**src/lcdr_refresh.sv**
```systemverilog
`timescale 1ns/100ps

// Constants shared by the refresh path.
package lcdr_pkg;
  localparam int unsigned SEG_N     = 60;          // Segment drivers.
  localparam int unsigned COM_N     = 34;          // Common drivers, numbered 0 to 33.
  localparam int unsigned ADDR_W    = 7;           // Character memory address width.
  localparam int unsigned PAT_W     = 6;           // Widest font row in dots.
  localparam int unsigned COM_W     = 6;           // Width of a common index.
  localparam logic [2:0]  FONT_W5   = 3'h5;        // Dots per character, narrow font.
  localparam logic [2:0]  FONT_W6   = 3'h6;        // Dots per character, wide font.
  localparam logic [3:0]  CHARS_W5  = 4'hc;        // Characters across 60 dots, narrow.
  localparam logic [3:0]  CHARS_W6  = 4'ha;        // Characters across 60 dots, wide.
  localparam logic [2:0]  CURSOR_ROW = 3'h7;       // Dot row that carries the underline.
  localparam logic [5:0]  COM_ICON_FIRST = 6'h00;  // First icon common.
  localparam logic [5:0]  COM_ICON_1L    = 6'h11;  // Last icon common, one-line mode.
  localparam logic [5:0]  COM_ICON_NL    = 6'h21;  // Last icon common, two or four lines.
  localparam logic [6:0]  LINE2_BASE     = 7'h40;  // Start of the second line.
  localparam logic [6:0]  QUAD_STEP      = 7'h20;  // Address step between four lines.
  localparam int unsigned CLK_PERIOD_NS  = 10;     // 100 MHz system clock.
  localparam int unsigned ROW_TIME_NS    = 2560;   // Time given to one common row.
  localparam int unsigned ROW_CYCLES     = ROW_TIME_NS / CLK_PERIOD_NS;
  localparam int unsigned BLINK_FRAMES   = 32;     // Frames per blink half period.
endpackage

// Behaviour
// - Drive 34 commons and 60 segments from refresh.
// - Unused commons stay in non-selection.
// - Shift bits serially, latch when complete.
// - Load from highest used address downward.
// - Latch when starting address pattern enters.
// - Cursor or blink at address pointer position.
// - Scroll horizontally one dot per step.
// - Pointer steps by one per memory access.
// - Icon memory drives the two icon commons.
// - Two-line: line one commons 1-16, two 17-32.
module lcdr_refresh
  import lcdr_pkg::*;
#(
  parameter int unsigned ROW_DIV = lcdr_pkg::ROW_CYCLES,   // Cycles per common row.
  parameter int unsigned BLINK_DIV = lcdr_pkg::BLINK_FRAMES // Frames per blink phase.
) (
  input  wire logic                          clock_i,             // System clock.
  input  wire logic                          srst_i,              // Synchronous reset.
  input  wire logic                          display_on_i,        // Segments enabled.
  input  wire logic                          two_line_select_i,   // Two-line mode.
  input  wire logic                          four_line_select_i,  // Four-line mode.
  input  wire logic                          font_wide_i,         // Six-dot font width.
  input  wire logic                          cursor_en_i,         // Underline cursor on.
  input  wire logic                          blink_en_i,          // Blink area on.
  input  wire logic                          blink_invert_i,      // Blink by inversion.
  input  wire logic [lcdr_pkg::ADDR_W-1:0]   start_addr_i,        // Display start address.
  input  wire logic [2:0]                    scroll_dots_i,       // Dot scroll offset.
  input  wire logic                          mem_access_i,        // Memory read or write.
  input  wire logic                          addr_load_i,         // Load the pointer.
  input  wire logic [lcdr_pkg::ADDR_W-1:0]   addr_value_i,        // Value to load.
  input  wire logic                          addr_decrement_i,    // Step down, not up.
  input  wire logic [lcdr_pkg::PAT_W-1:0]    pattern_row_i,       // Fetched pattern row.
  input  wire logic [lcdr_pkg::SEG_N-1:0]    icon_first_i,        // Icon bits, first row.
  input  wire logic [lcdr_pkg::SEG_N-1:0]    icon_last_i,         // Icon bits, last row.
  output logic      [lcdr_pkg::SEG_N-1:0]    seg_o,               // Latched segment data.
  output logic      [lcdr_pkg::COM_N-1:0]    common_drive_output_o, // Selected common.
  output logic                               frame_pol_o,         // Drive polarity.
  output logic      [lcdr_pkg::ADDR_W-1:0]   fetch_addr_o,        // Character to fetch.
  output logic      [2:0]                    fetch_row_o,         // Dot row to fetch.
  output logic                               fetch_req_o,         // Fetch strobe.
  output logic      [lcdr_pkg::ADDR_W-1:0]   display_address_pointer_o // Pointer value.
);
  import lcdr_pkg::*;

  // Load sequencer states.
  typedef enum logic [2:0] {
    ST_IDLE,
    ST_FETCH,
    ST_WAIT,
    ST_CAPT,
    ST_SHIFT
  } lcdr_state_e;

  localparam logic [COM_W-1:0]  COM_ONE  = COM_W'(1);
  localparam logic [ADDR_W-1:0] ADDR_ONE = ADDR_W'(1);
  localparam logic [ADDR_W-1:0] ADDR_ZERO = '0;

  lcdr_state_e         state_ff, nxt_state;       // Sequencer state.
  logic [SEG_N-1:0]    shift_ff, nxt_shift;       // Serial shift register.
  logic [SEG_N-1:0]    seg_ff, nxt_seg;           // Segment latch.
  logic [COM_N-1:0]    com_sel_ff, nxt_com_sel;   // One-hot selected common.
  logic [COM_W-1:0]    com_ff, nxt_com;           // Common being prepared.
  logic                pol_ff, nxt_pol;           // Frame polarity.
  logic                frame_end_ff, nxt_frame_end; // Pulse at the end of a frame.
  logic                blink_ph_ff, nxt_blink_ph; // Blink phase.
  logic [ADDR_W-1:0]   base_ff, nxt_base;         // Address of the line start.
  logic [2:0]          row_ff, nxt_row;           // Dot row within the character.
  logic [3:0]          char_ff, nxt_char;         // Characters left to load.
  logic [2:0]          col_ff, nxt_col;           // Column within the character.
  logic [PAT_W-1:0]    pat_ff, nxt_pat;           // Pattern row being shifted.
  logic [ADDR_W-1:0]   faddr_ff, nxt_faddr;       // Fetch address register.
  logic [2:0]          frow_ff, nxt_frow;         // Fetch row register.
  logic                freq_ff, nxt_freq;         // Fetch strobe register.
  logic [ADDR_W-1:0]   ptr_ff, nxt_ptr;           // Address pointer.

  logic                row_tick;                  // Start of a common row.
  logic                blink_tick;                // End of a blink phase.
  logic [2:0]          font_w;                    // Dots per character.
  logic [3:0]          chars;                     // Characters across the panel.
  logic [2:0]          scroll;                    // Scroll offset kept below font_w.
  logic [COM_W-1:0]    com_last;                  // Last common scanned this mode.
  logic [COM_W-1:0]    com_m1;                    // Text common index from zero.
  logic [ADDR_W-1:0]   line_off;                  // Line start offset for this common.
  logic [PAT_W-1:0]    pat_mod;                   // Pattern after cursor and blink.

  // The row rate comes from the system clock through a divider.
  lcdr_tick_div #(.COUNT(ROW_DIV)) u_row_div (
    .clock_i (clock_i),
    .srst_i  (srst_i),
    .en_i    (1'b1),
    .tick_o  (row_tick)
  );

  // The blink phase flips after a fixed number of whole frames.
  lcdr_tick_div #(.COUNT(BLINK_DIV)) u_blink_div (
    .clock_i (clock_i),
    .srst_i  (srst_i),
    .en_i    (frame_end_ff),
    .tick_o  (blink_tick)
  );

  // Mode decode: font width, characters per row and scan length.
  always_comb begin
    font_w   = font_wide_i ? FONT_W6 : FONT_W5;
    chars    = font_wide_i ? CHARS_W6 : CHARS_W5;
    // A scroll offset of a whole character or more is treated as none.
    scroll   = (scroll_dots_i < font_w) ? scroll_dots_i : 3'h0;
    // One line uses commons 0 to 17, more lines use 0 to 33; the rest never select.
    com_last = (two_line_select_i || four_line_select_i) ? COM_ICON_NL : COM_ICON_1L;
    com_m1   = com_ff - COM_ONE;
    // Every block of eight commons shows one band of character rows.
    if (four_line_select_i) begin
      line_off = 7'(com_m1[4:3] * QUAD_STEP);
    end else if (two_line_select_i) begin
      // First line on commons 1 to 16, second line on commons 17 to 32.
      line_off = (com_m1[4] ? LINE2_BASE : ADDR_ZERO)
               + (com_m1[3] ? 7'(chars) : ADDR_ZERO);
    end else begin
      line_off = com_m1[3] ? 7'(chars) : ADDR_ZERO;
    end
  end

  // Cursor and blink area are painted on the character under the pointer.
  always_comb begin
    pat_mod = pattern_row_i;
    if (faddr_ff == ptr_ff) begin
      if (cursor_en_i && (frow_ff == CURSOR_ROW)) begin
        pat_mod = '1;
      end
      if (blink_en_i && blink_ph_ff) begin
        pat_mod = blink_invert_i ? ~pattern_row_i : '1;
      end
    end
  end

  // Next-state logic for the pointer, the scan and the serial loader.
  always_comb begin
    nxt_state     = state_ff;
    nxt_shift     = shift_ff;
    nxt_seg       = seg_ff;
    nxt_com_sel   = com_sel_ff;
    nxt_com       = com_ff;
    nxt_pol       = pol_ff;
    nxt_frame_end = 1'b0;
    nxt_blink_ph  = blink_tick ? ~blink_ph_ff : blink_ph_ff;
    nxt_base      = base_ff;
    nxt_row       = row_ff;
    nxt_char      = char_ff;
    nxt_col       = col_ff;
    nxt_pat       = pat_ff;
    nxt_faddr     = faddr_ff;
    nxt_frow      = frow_ff;
    nxt_freq      = 1'b0;
    nxt_ptr       = ptr_ff;

    // A load wins over a step; each access moves the pointer by one.
    if (addr_load_i) begin
      nxt_ptr = addr_value_i;
    end else if (mem_access_i) begin
      nxt_ptr = addr_decrement_i ? ptr_ff - ADDR_ONE : ptr_ff + ADDR_ONE;
    end

    case (state_ff)
      // Wait for the next row slot; icon rows latch at once.
      ST_IDLE: begin
        if (row_tick) begin
          if ((com_ff == COM_ICON_FIRST) || (com_ff == com_last)) begin
            nxt_seg = (com_ff == COM_ICON_FIRST) ? icon_first_i : icon_last_i;
            if (!display_on_i) begin
              nxt_seg = '0;
            end
            nxt_com_sel         = '0;
            nxt_com_sel[com_ff] = 1'b1;
            nxt_pol             = (com_ff == com_last) ? ~pol_ff : pol_ff;
            nxt_frame_end       = (com_ff == com_last);
            nxt_com             = (com_ff == com_last) ? COM_ICON_FIRST : com_ff + COM_ONE;
          end else begin
            nxt_base  = start_addr_i + line_off;
            nxt_row   = com_m1[2:0];
            // One extra character to the right fills the scrolled-in dots.
            nxt_char  = chars;
            nxt_state = ST_FETCH;
          end
        end
      end
      // Present the address of the next character, highest first.
      ST_FETCH: begin
        nxt_faddr = base_ff + 7'(char_ff);
        nxt_frow  = row_ff;
        nxt_freq  = 1'b1;
        nxt_state = ST_WAIT;
      end
      // The pattern memory answers one cycle after it samples the address.
      ST_WAIT: begin
        nxt_state = ST_CAPT;
      end
      // Take the pattern row and start at its rightmost dot.
      ST_CAPT: begin
        nxt_pat   = pat_mod;
        nxt_col   = 3'h0;
        nxt_state = ST_SHIFT;
      end
      // One dot per cycle into the shift register.
      ST_SHIFT: begin
        nxt_shift = {shift_ff[SEG_N-2:0], pat_ff[col_ff]};
        if ((char_ff == 4'h0) && (col_ff == 3'(font_w - 3'h1 - scroll))) begin
          // The start character is in: the leftmost dots are dropped by the scroll.
          nxt_seg             = display_on_i ? nxt_shift : '0;
          nxt_com_sel         = '0;
          nxt_com_sel[com_ff] = 1'b1;
          nxt_com             = com_ff + COM_ONE;
          nxt_state           = ST_IDLE;
        end else if (col_ff == 3'(font_w - 3'h1)) begin
          nxt_char  = char_ff - 4'h1;
          nxt_state = ST_FETCH;
        end else begin
          nxt_col = col_ff + 3'h1;
        end
      end
      default: begin
        nxt_state = ST_IDLE;
      end
    endcase
  end

  // Registers only.
  always_ff @(posedge clock_i) begin
    if (srst_i) begin
      state_ff     <= ST_IDLE;
      shift_ff     <= '0;
      seg_ff       <= '0;
      com_sel_ff   <= '0;
      com_ff       <= COM_ICON_FIRST;
      pol_ff       <= 1'b0;
      frame_end_ff <= 1'b0;
      blink_ph_ff  <= 1'b0;
      base_ff      <= '0;
      row_ff       <= 3'h0;
      char_ff      <= 4'h0;
      col_ff       <= 3'h0;
      pat_ff       <= '0;
      faddr_ff     <= '0;
      frow_ff      <= 3'h0;
      freq_ff      <= 1'b0;
      ptr_ff       <= '0;
    end else begin
      state_ff     <= nxt_state;
      shift_ff     <= nxt_shift;
      seg_ff       <= nxt_seg;
      com_sel_ff   <= nxt_com_sel;
      com_ff       <= nxt_com;
      pol_ff       <= nxt_pol;
      frame_end_ff <= nxt_frame_end;
      blink_ph_ff  <= nxt_blink_ph;
      base_ff      <= nxt_base;
      row_ff       <= nxt_row;
      char_ff      <= nxt_char;
      col_ff       <= nxt_col;
      pat_ff       <= nxt_pat;
      faddr_ff     <= nxt_faddr;
      frow_ff      <= nxt_frow;
      freq_ff      <= nxt_freq;
      ptr_ff       <= nxt_ptr;
    end
  end

  // All outputs come straight from registers.
  assign seg_o                     = seg_ff;
  assign common_drive_output_o     = com_sel_ff;
  assign frame_pol_o               = pol_ff;
  assign fetch_addr_o              = faddr_ff;
  assign fetch_row_o               = frow_ff;
  assign fetch_req_o               = freq_ff;
  assign display_address_pointer_o = ptr_ff;

endmodule

```
**src/lcdr_tick_div.sv**
```systemverilog
`timescale 1ns/100ps

// Counts enable pulses and emits a one-cycle tick on every COUNT-th one.
// Used both for the row rate and for the blink rate, which is a count of frames.
module lcdr_tick_div #(
  parameter int unsigned COUNT = 4
) (
  input  wire logic clock_i,  // System clock.
  input  wire logic srst_i,   // Synchronous reset, active high.
  input  wire logic en_i,     // One-cycle pulse to be counted.
  output logic      tick_o    // One-cycle pulse after COUNT enables.
);

  // Counter width follows the count so that no bit is wasted.
  localparam int unsigned CNT_W = (COUNT > 1) ? $clog2(COUNT) : 1;
  localparam logic [CNT_W-1:0] CNT_LAST = CNT_W'(COUNT - 1);
  localparam logic [CNT_W-1:0] CNT_ZERO = '0;
  localparam logic [CNT_W-1:0] CNT_ONE  = CNT_W'(1);

  logic [CNT_W-1:0] cnt_ff;       // Enables seen since the last tick.
  logic [CNT_W-1:0] nxt_cnt;      // Next value of the counter.
  logic             tick_ff;      // Registered tick output.
  logic             nxt_tick;     // Next value of the tick.

  // The tick is raised in the cycle after the last enable of a group.
  always_comb begin
    nxt_cnt  = cnt_ff;
    nxt_tick = 1'b0;
    if (en_i) begin
      if (cnt_ff == CNT_LAST) begin
        nxt_cnt  = CNT_ZERO;
        nxt_tick = 1'b1;
      end else begin
        nxt_cnt = cnt_ff + CNT_ONE;
      end
    end
  end

  // Registers only.
  always_ff @(posedge clock_i) begin
    if (srst_i) begin
      cnt_ff  <= CNT_ZERO;
      tick_ff <= 1'b0;
    end else begin
      cnt_ff  <= nxt_cnt;
      tick_ff <= nxt_tick;
    end
  end

  assign tick_o = tick_ff;

endmodule

```
**config.mk**
```make
export PLATFORM = sky130hd
export DESIGN_NAME = lcdr_refresh
export DESIGN_NICKNAME = d
export VERILOG_FILES = /design/src/lcdr_refresh.sv /design/src/lcdr_tick_div.sv
export SDC_FILE = /design/constraint.sdc
export NUM_CORES = 1
export LEC_CHECK = 0
export BUFFER_PORTS_ARGS = -buffer_cell sky130_fd_sc_hd__buf_2
export CORE_MARGIN = 2
export CORE_UTILIZATION = 53
export CTS_CLUSTER_DIAMETER = 200
export DETAILED_ROUTE_END_ITERATION = 8
export PLACE_DENSITY_LB_ADDON = 0.1
export SYNTH_ARGS = -nofsm -noshare
export SYNTH_HDL_FRONTEND = slang
export SYNTH_HIERARCHICAL = 1
export SYNTH_SLANG_ARGS = --single-unit
```
**constraint.sdc**
```tcl
create_clock -name clock_i -period 4.8 [get_ports clock_i]
set_input_delay 0.96 -clock clock_i [delete_from_list [all_inputs] [get_ports clock_i]]
set_output_delay 0.96 -clock clock_i [all_outputs]
set_load 0.005 [all_outputs]
```
# Word-level counts from Yosys, hierarchy flattened
# Index checks and enable logic that the tools add are counted.
# totals
regBits	221
latchBits	0
mem_bits_rw	0
rom_bits	0
elab_cells	137
memories	0
# classes
n_addsub	13
multipliers	0
div_mod_pow	0
order_cmp	4
n_eq_ne	19
shifts	0
muxes	52
bitwise_logic	7
n_reduce_logical	21
# op_table
cell	count
60-bit two-way mux	6
60-bit one-hot mux with 2 select lines	1
34-bit two-way mux	3
34-bit one-hot mux with 2 select lines	1
6-bit two-way mux	9
7-bit two-way mux	6
3-bit two-way mux	8
4-bit two-way mux	5
3-bit one-hot mux with 5 select lines	1
7-bit adder	2
2-bit inequality test, second input constant	6
6-bit one-hot mux with 2 select lines	1
3-bit AND reduction	3
8-bit by 1-bit adder with 8-bit output, second input constant	1
8-bit equality test, second input constant	1
4-bit one-hot mux with 2 select lines	1
4-bit AND reduction	2
7-bit by 1-bit adder with 7-bit output, second input constant	1
7-bit by 4-bit adder with 7-bit output	1
7-bit equality test	1
6-bit by 7-bit less-than comparator with 1-bit output, second input constant	1
7-bit by 1-bit subtractor with 7-bit output, second input constant	1
6-bit by 1-bit adder with 6-bit output, second input constant	1
1-bit demux with 6-bit select	1
other kinds (33)	52

# Longest topological paths before layout
# depth
word_depth	8
ltp_mapped	18
depth_no_buf	15

# Hierarchy
# The synthesis kept the hierarchy.
# modules_own_cells
mod	n_inst	cells_per_inst	area_each_um2
lcdr_refresh	1	1082	9337.7
lcdr_tick_div at u_row_div	1	41	390.4
lcdr_tick_div at u_blink_div	1	29	264.0

# Worst setup path before layout
# Ideal clock, no wire load.
# synth_timing
kind	input port to flip-flop
start	input port font_wide_i
end	register com_ff[5]
setup_time_ps	70
arrival_time_ps	3549
required_time_ps	4730
path_slack_ps	1181
path_stages	15
path_cell_list	inv_1 -> ha_1 -> o21ai_2 -> nand2b_1 -> nand2_1 -> and2_1 -> ha_1 -> inv_1 -> ha_1 -> xnor2_1 -> nand2_1 -> a2111oi_4 -> a21oi_2 -> or4_1 -> a21oi_1
# synth_between
elab_chain_cells	8
elab_cells_between_ends	9
# synth_lines
element	line	rtl
start, declared	lcdr_refresh.sv:48	input wire logic font_wide_i,
2-bit two-way mux (*)	lcdr_refresh.sv:130	font_w = font_wide_i ? FONT_W6 : FONT_W5;
3-bit less-than comparator	lcdr_refresh.sv:133	scroll = (scroll_dots_i < font_w) ? scroll_dots_i : 3'h0;
3-bit two-way mux	lcdr_refresh.sv:133	
3-bit subtractor (*)	lcdr_refresh.sv:232	if ((char_ff == 4'h0) && (col_ff == 3'(font_w - 3'h1 - scroll))) begin
3-bit equality test (*)	lcdr_refresh.sv:232	
1-bit logical AND (*)	lcdr_refresh.sv:232	
2-bit inequality test (no source line) (*)	-	
4-bit AND reduction (no source line) (*)	-	
end signal, assigned	lcdr_refresh.sv:277	com_ff <= nxt_com;
end, declared	lcdr_refresh.sv:88	logic [COM_W-1:0] com_ff, nxt_com;
# Mark *: on every way between the ends. The rest lies on a longest branch, timed or not.
# A chain may end at the register's enable or synchronous reset.

# Worst setup path after layout
# layout_timing
start	input port font_wide_i
end	register seg_ff[22], in the netlist seg_o[22]
# layout_between
elab_chain_cells	8
elab_cells_between_ends	9
# layout_lines
element	line	rtl
2-bit two-way mux (*)	lcdr_refresh.sv:130	
3-bit less-than comparator	lcdr_refresh.sv:133	
3-bit two-way mux	lcdr_refresh.sv:133	
3-bit subtractor (*)	lcdr_refresh.sv:232	
3-bit equality test (*)	lcdr_refresh.sv:232	
1-bit logical AND (*)	lcdr_refresh.sv:232	
2-bit inequality test (no source line) (*)	-	
4-bit AND reduction (no source line) (*)	-	
end signal, assigned	lcdr_refresh.sv:275	seg_ff <= nxt_seg;
end, declared	lcdr_refresh.sv:86	logic [SEG_N-1:0] seg_ff, nxt_seg;
# Marks and branches as above.

==> run metrics <==
# IOs 268; postcts setup bufs 0; Fillers 1596; register area 0.00442 mm²; Netlist Area Pre-Place 0.00999 mm²; average cell area after synthesis 8.67 µm²; cts hold-fix bufs 0; EDFF count, synth 0; Synth Instances 1152; min Tclk post-route 3640 ps; Fin Clk Skew 6.83 ps; warnings from Yosys 6; Hold Path Depth 2; critical path type in -> reg; max-cap viol count 0; Register-to-Register Path Depth 11; clock tree buffer depth 3; Buffers on Ports 267; Min-Delay Startpoint common_drive_output_o[11]; Die W 141 µm; Layout Cell Area excl Fill 0.0122 mm²; worst setup path startpoint font_wide_i; final worst-path cycle share 75.9%; crit start category input port; via count 8838; Area after DPL 0.0114 mm²; Final ANT Viol Nets 0; post-DR vias/cell 5.44; total negative setup slack 0 ps; HP Class reg -> reg; worst-path fanout max 60; layout cell share with drive strength beyond 1 24.1%; die area 0.0200 mm²; largest net degree at the start of global routing 84; Worst-Skew Late Latency 510 ps; total core area 0.0186 mm²; initial antenna violation count 0; Final WS setup 1160 ps; worst slew pin tran 875 ps; synth unique cells 63; CTS buffer count 24; FF-to-FF Start com_ff[2]; Syn Nets 1335; area occupied by multi-input gates 0.00517 mm²; drt total wl 24900 µm; commonest register cell after synthesis dfxtp_1; leakage power 5.53 nW; R2R setup slack 1840 ps; RSZ-0062 raised after global routing false; status finished, final reports clean; die height 141 µm; first-pass GRT wire length 38900 µm; vias in the first global route 7749; Std-Cell Rows 50; worst r2r dst base_ff[6]; sequential element share of the synthesized area 44.3%; Setup-failing EPs final 0; Critical Path Sink Type flop; worst path required time 5250 ps; pwr dens 328 mW/mm²; Async S/R FF share, synth 0%; VDD IR max 0.000245 V; ant diodes 0; Detailed Route Iter0 Violations 509; post-synthesis register bit count 221; fin nets 1557; Area growth syn-to-layout 22.1%; DRC viols 0; Tot GR Track Use 23.5%; H-tree depth 1; final slew viol count 0; GR Overflow Total 0; CTS Root Cell clkbuf_16; DP HPWL 17100 µm; worst rel slew slack 41.7%; clock-pin transition on the worst setup and hold timing paths 60 ps; CTS resizes 0; Fin. Hold Viols 0; Achievable Freq 0.275 GHz; Starting Density 53.8%; DR WL/cell 15.3 µm; Final GP Congestion 0.826; clk sinks 221; Place WS 702 ps; CTS tree built; crit path DAT 4090 ps; WHS Endpoint common_drive_output_o[11]; drt pass-1 iters 5
-- area by class of cell --
type	count	area share, %
Clock buffer	38	6.19
Clock inverter	6	0.277
Inverter	25	0.769
Multi-Input combinational cell	825	42.4
Sequential cell	221	36.3
Tap cell	234	2.40
Timing Repair Buffer	277	11.7
-- worst max-delay path, stage by stage --
cell,delay [ps]
buf_2,140
inv_1,100
ha_1,300
o21ai_2,80
nand2b_1,80
nand2_1,60
and2_1,160
ha_1,170
inv_1,50
ha_1,140
xor2_1,250
a21o_1,170
and2_1,220
a2bb2oi_4,200
and2_2,160
buf_4,540
a22o_1,250
-- cell usage after synthesis (4+ instances only) --
| master | number | area, µm² |
|---|---|---|
| and2_1 | 4 | 25.0 |
| nor3_1 | 16 | 80.1 |
| buf_2 | 25 | 125 |
| nor2_1 | 52 | 195 |
| inv_1 | 23 | 86.3 |
| a31oi_1 | 4 | 25.0 |
| and3_1 | 5 | 31.3 |
| dfxtp_1 | 221 | 4420 |
| nor2b_1 | 8 | 50.1 |
| a21o_1 | 5 | 37.5 |
| a211oi_1 | 10 | 75.1 |
| o21a_1 | 5 | 37.5 |
| a21oi_1 | 130 | 651 |
| a22o_1 | 60 | 526 |
| o21ai_0 | 81 | 405 |
| clkbuf_1 | 54 | 203 |
| ha_1 | 25 | 313 |
| mux2i_1 | 74 | 741 |
| nor3b_1 | 5 | 37.5 |
| nand3_1 | 11 | 55.1 |
| nand4_1 | 6 | 37.5 |
| or3_1 | 45 | 282 |
| xnor2_1 | 22 | 193 |
| xor2_1 | 15 | 131 |
| nor4_1 | 4 | 25.0 |
| nand2_1 | 191 | 717 |
-- sequential cells by signal (all words and copies together) (netlist names), 3 cells and up --
signal / flops
display_address_pointer_o: 7
base_ff: 7
state_ff: 3
u_row_div/cnt_ff: 8
fetch_row_o: 3
fetch_addr_o: 7
com_ff: 6
shift_ff: 59
char_ff: 4
seg_o: 60
common_drive_output_o: 34
pat_ff: 6
u_blink_div/cnt_ff: 5
row_ff: 3
col_ff: 3
-- metrics by stage --
stage               instances  util, %  power, mW  hold WS [ps]
floorplan                1152        -       2.11           431
global placement         1582     61.4       2.23           437
detailed placement       1582     61.4       2.24           443
CTS                      1626     65.6       4.04           450
global route             1626     65.6       4.15           467
finish                   1626     65.6       4.00           447
-- placed cells by master, fill, tap and decap left out, types with 25 or more instances in the layout --
cell       instances
clkbuf_16         25
o21ai_0           81
mux2i_1           74
nor2_1            52
a22o_1            60
or3_1             45
buf_2            266
nand2_1          191
a21oi_1          130
dfxtp_1          221
ha_1              25
-- worst max path at each step --
stage	endpoint	slack, ps	cells after the start
2_1_floorplan	com_ff[5]	1180	15
3_3_place_gp	seg_o[29]	830	17
3_5_place_dp	seg_o[57]	700	17
4_1_cts	seg_o[22]	1160	17
5_1_grt	com_ff[5]	910	16
6_report	seg_o[22]	1160	17
-- metal layers --
metal  GRT usage (%)  wire (µm)  vias up
li1                -          -     4499
met2            39.7      11800      228
met3            3.81       1390       26
met5               0          0        -
met1            31.9      11300     4085
met4            4.95        319        0
-- report_power, final --
part,internal [mW],leakage (nW),switching [mW],total (mW)
sequential,1.85,1.78,0.0285,1.88
clock,1.08,0.395,0.727,1.80
combinational,0.146,3.35,0.169,0.315
total,3.08,5.53,0.924,4.00
-- logic make-up (layout without fill, tap and decap cells) --
family | after synthesis | count (layout) | synth area share (%)
AO/OA/AOI/OAI | 319 | 319 | 19.8
multiplexers | 76 | 76 | 7.75
other | 1 | 1 | 0.0375
adder cells (fa/ha/maj) | 28 | 28 | 3.73
buffers and inverters | 106 | 346 | 4.33
flip-flops | 221 | 221 | 44.3
AND/OR/NAND/NOR | 364 | 364 | 16.8
XOR/XNOR | 37 | 37 | 3.24
(Power assumes the default switching activity.)
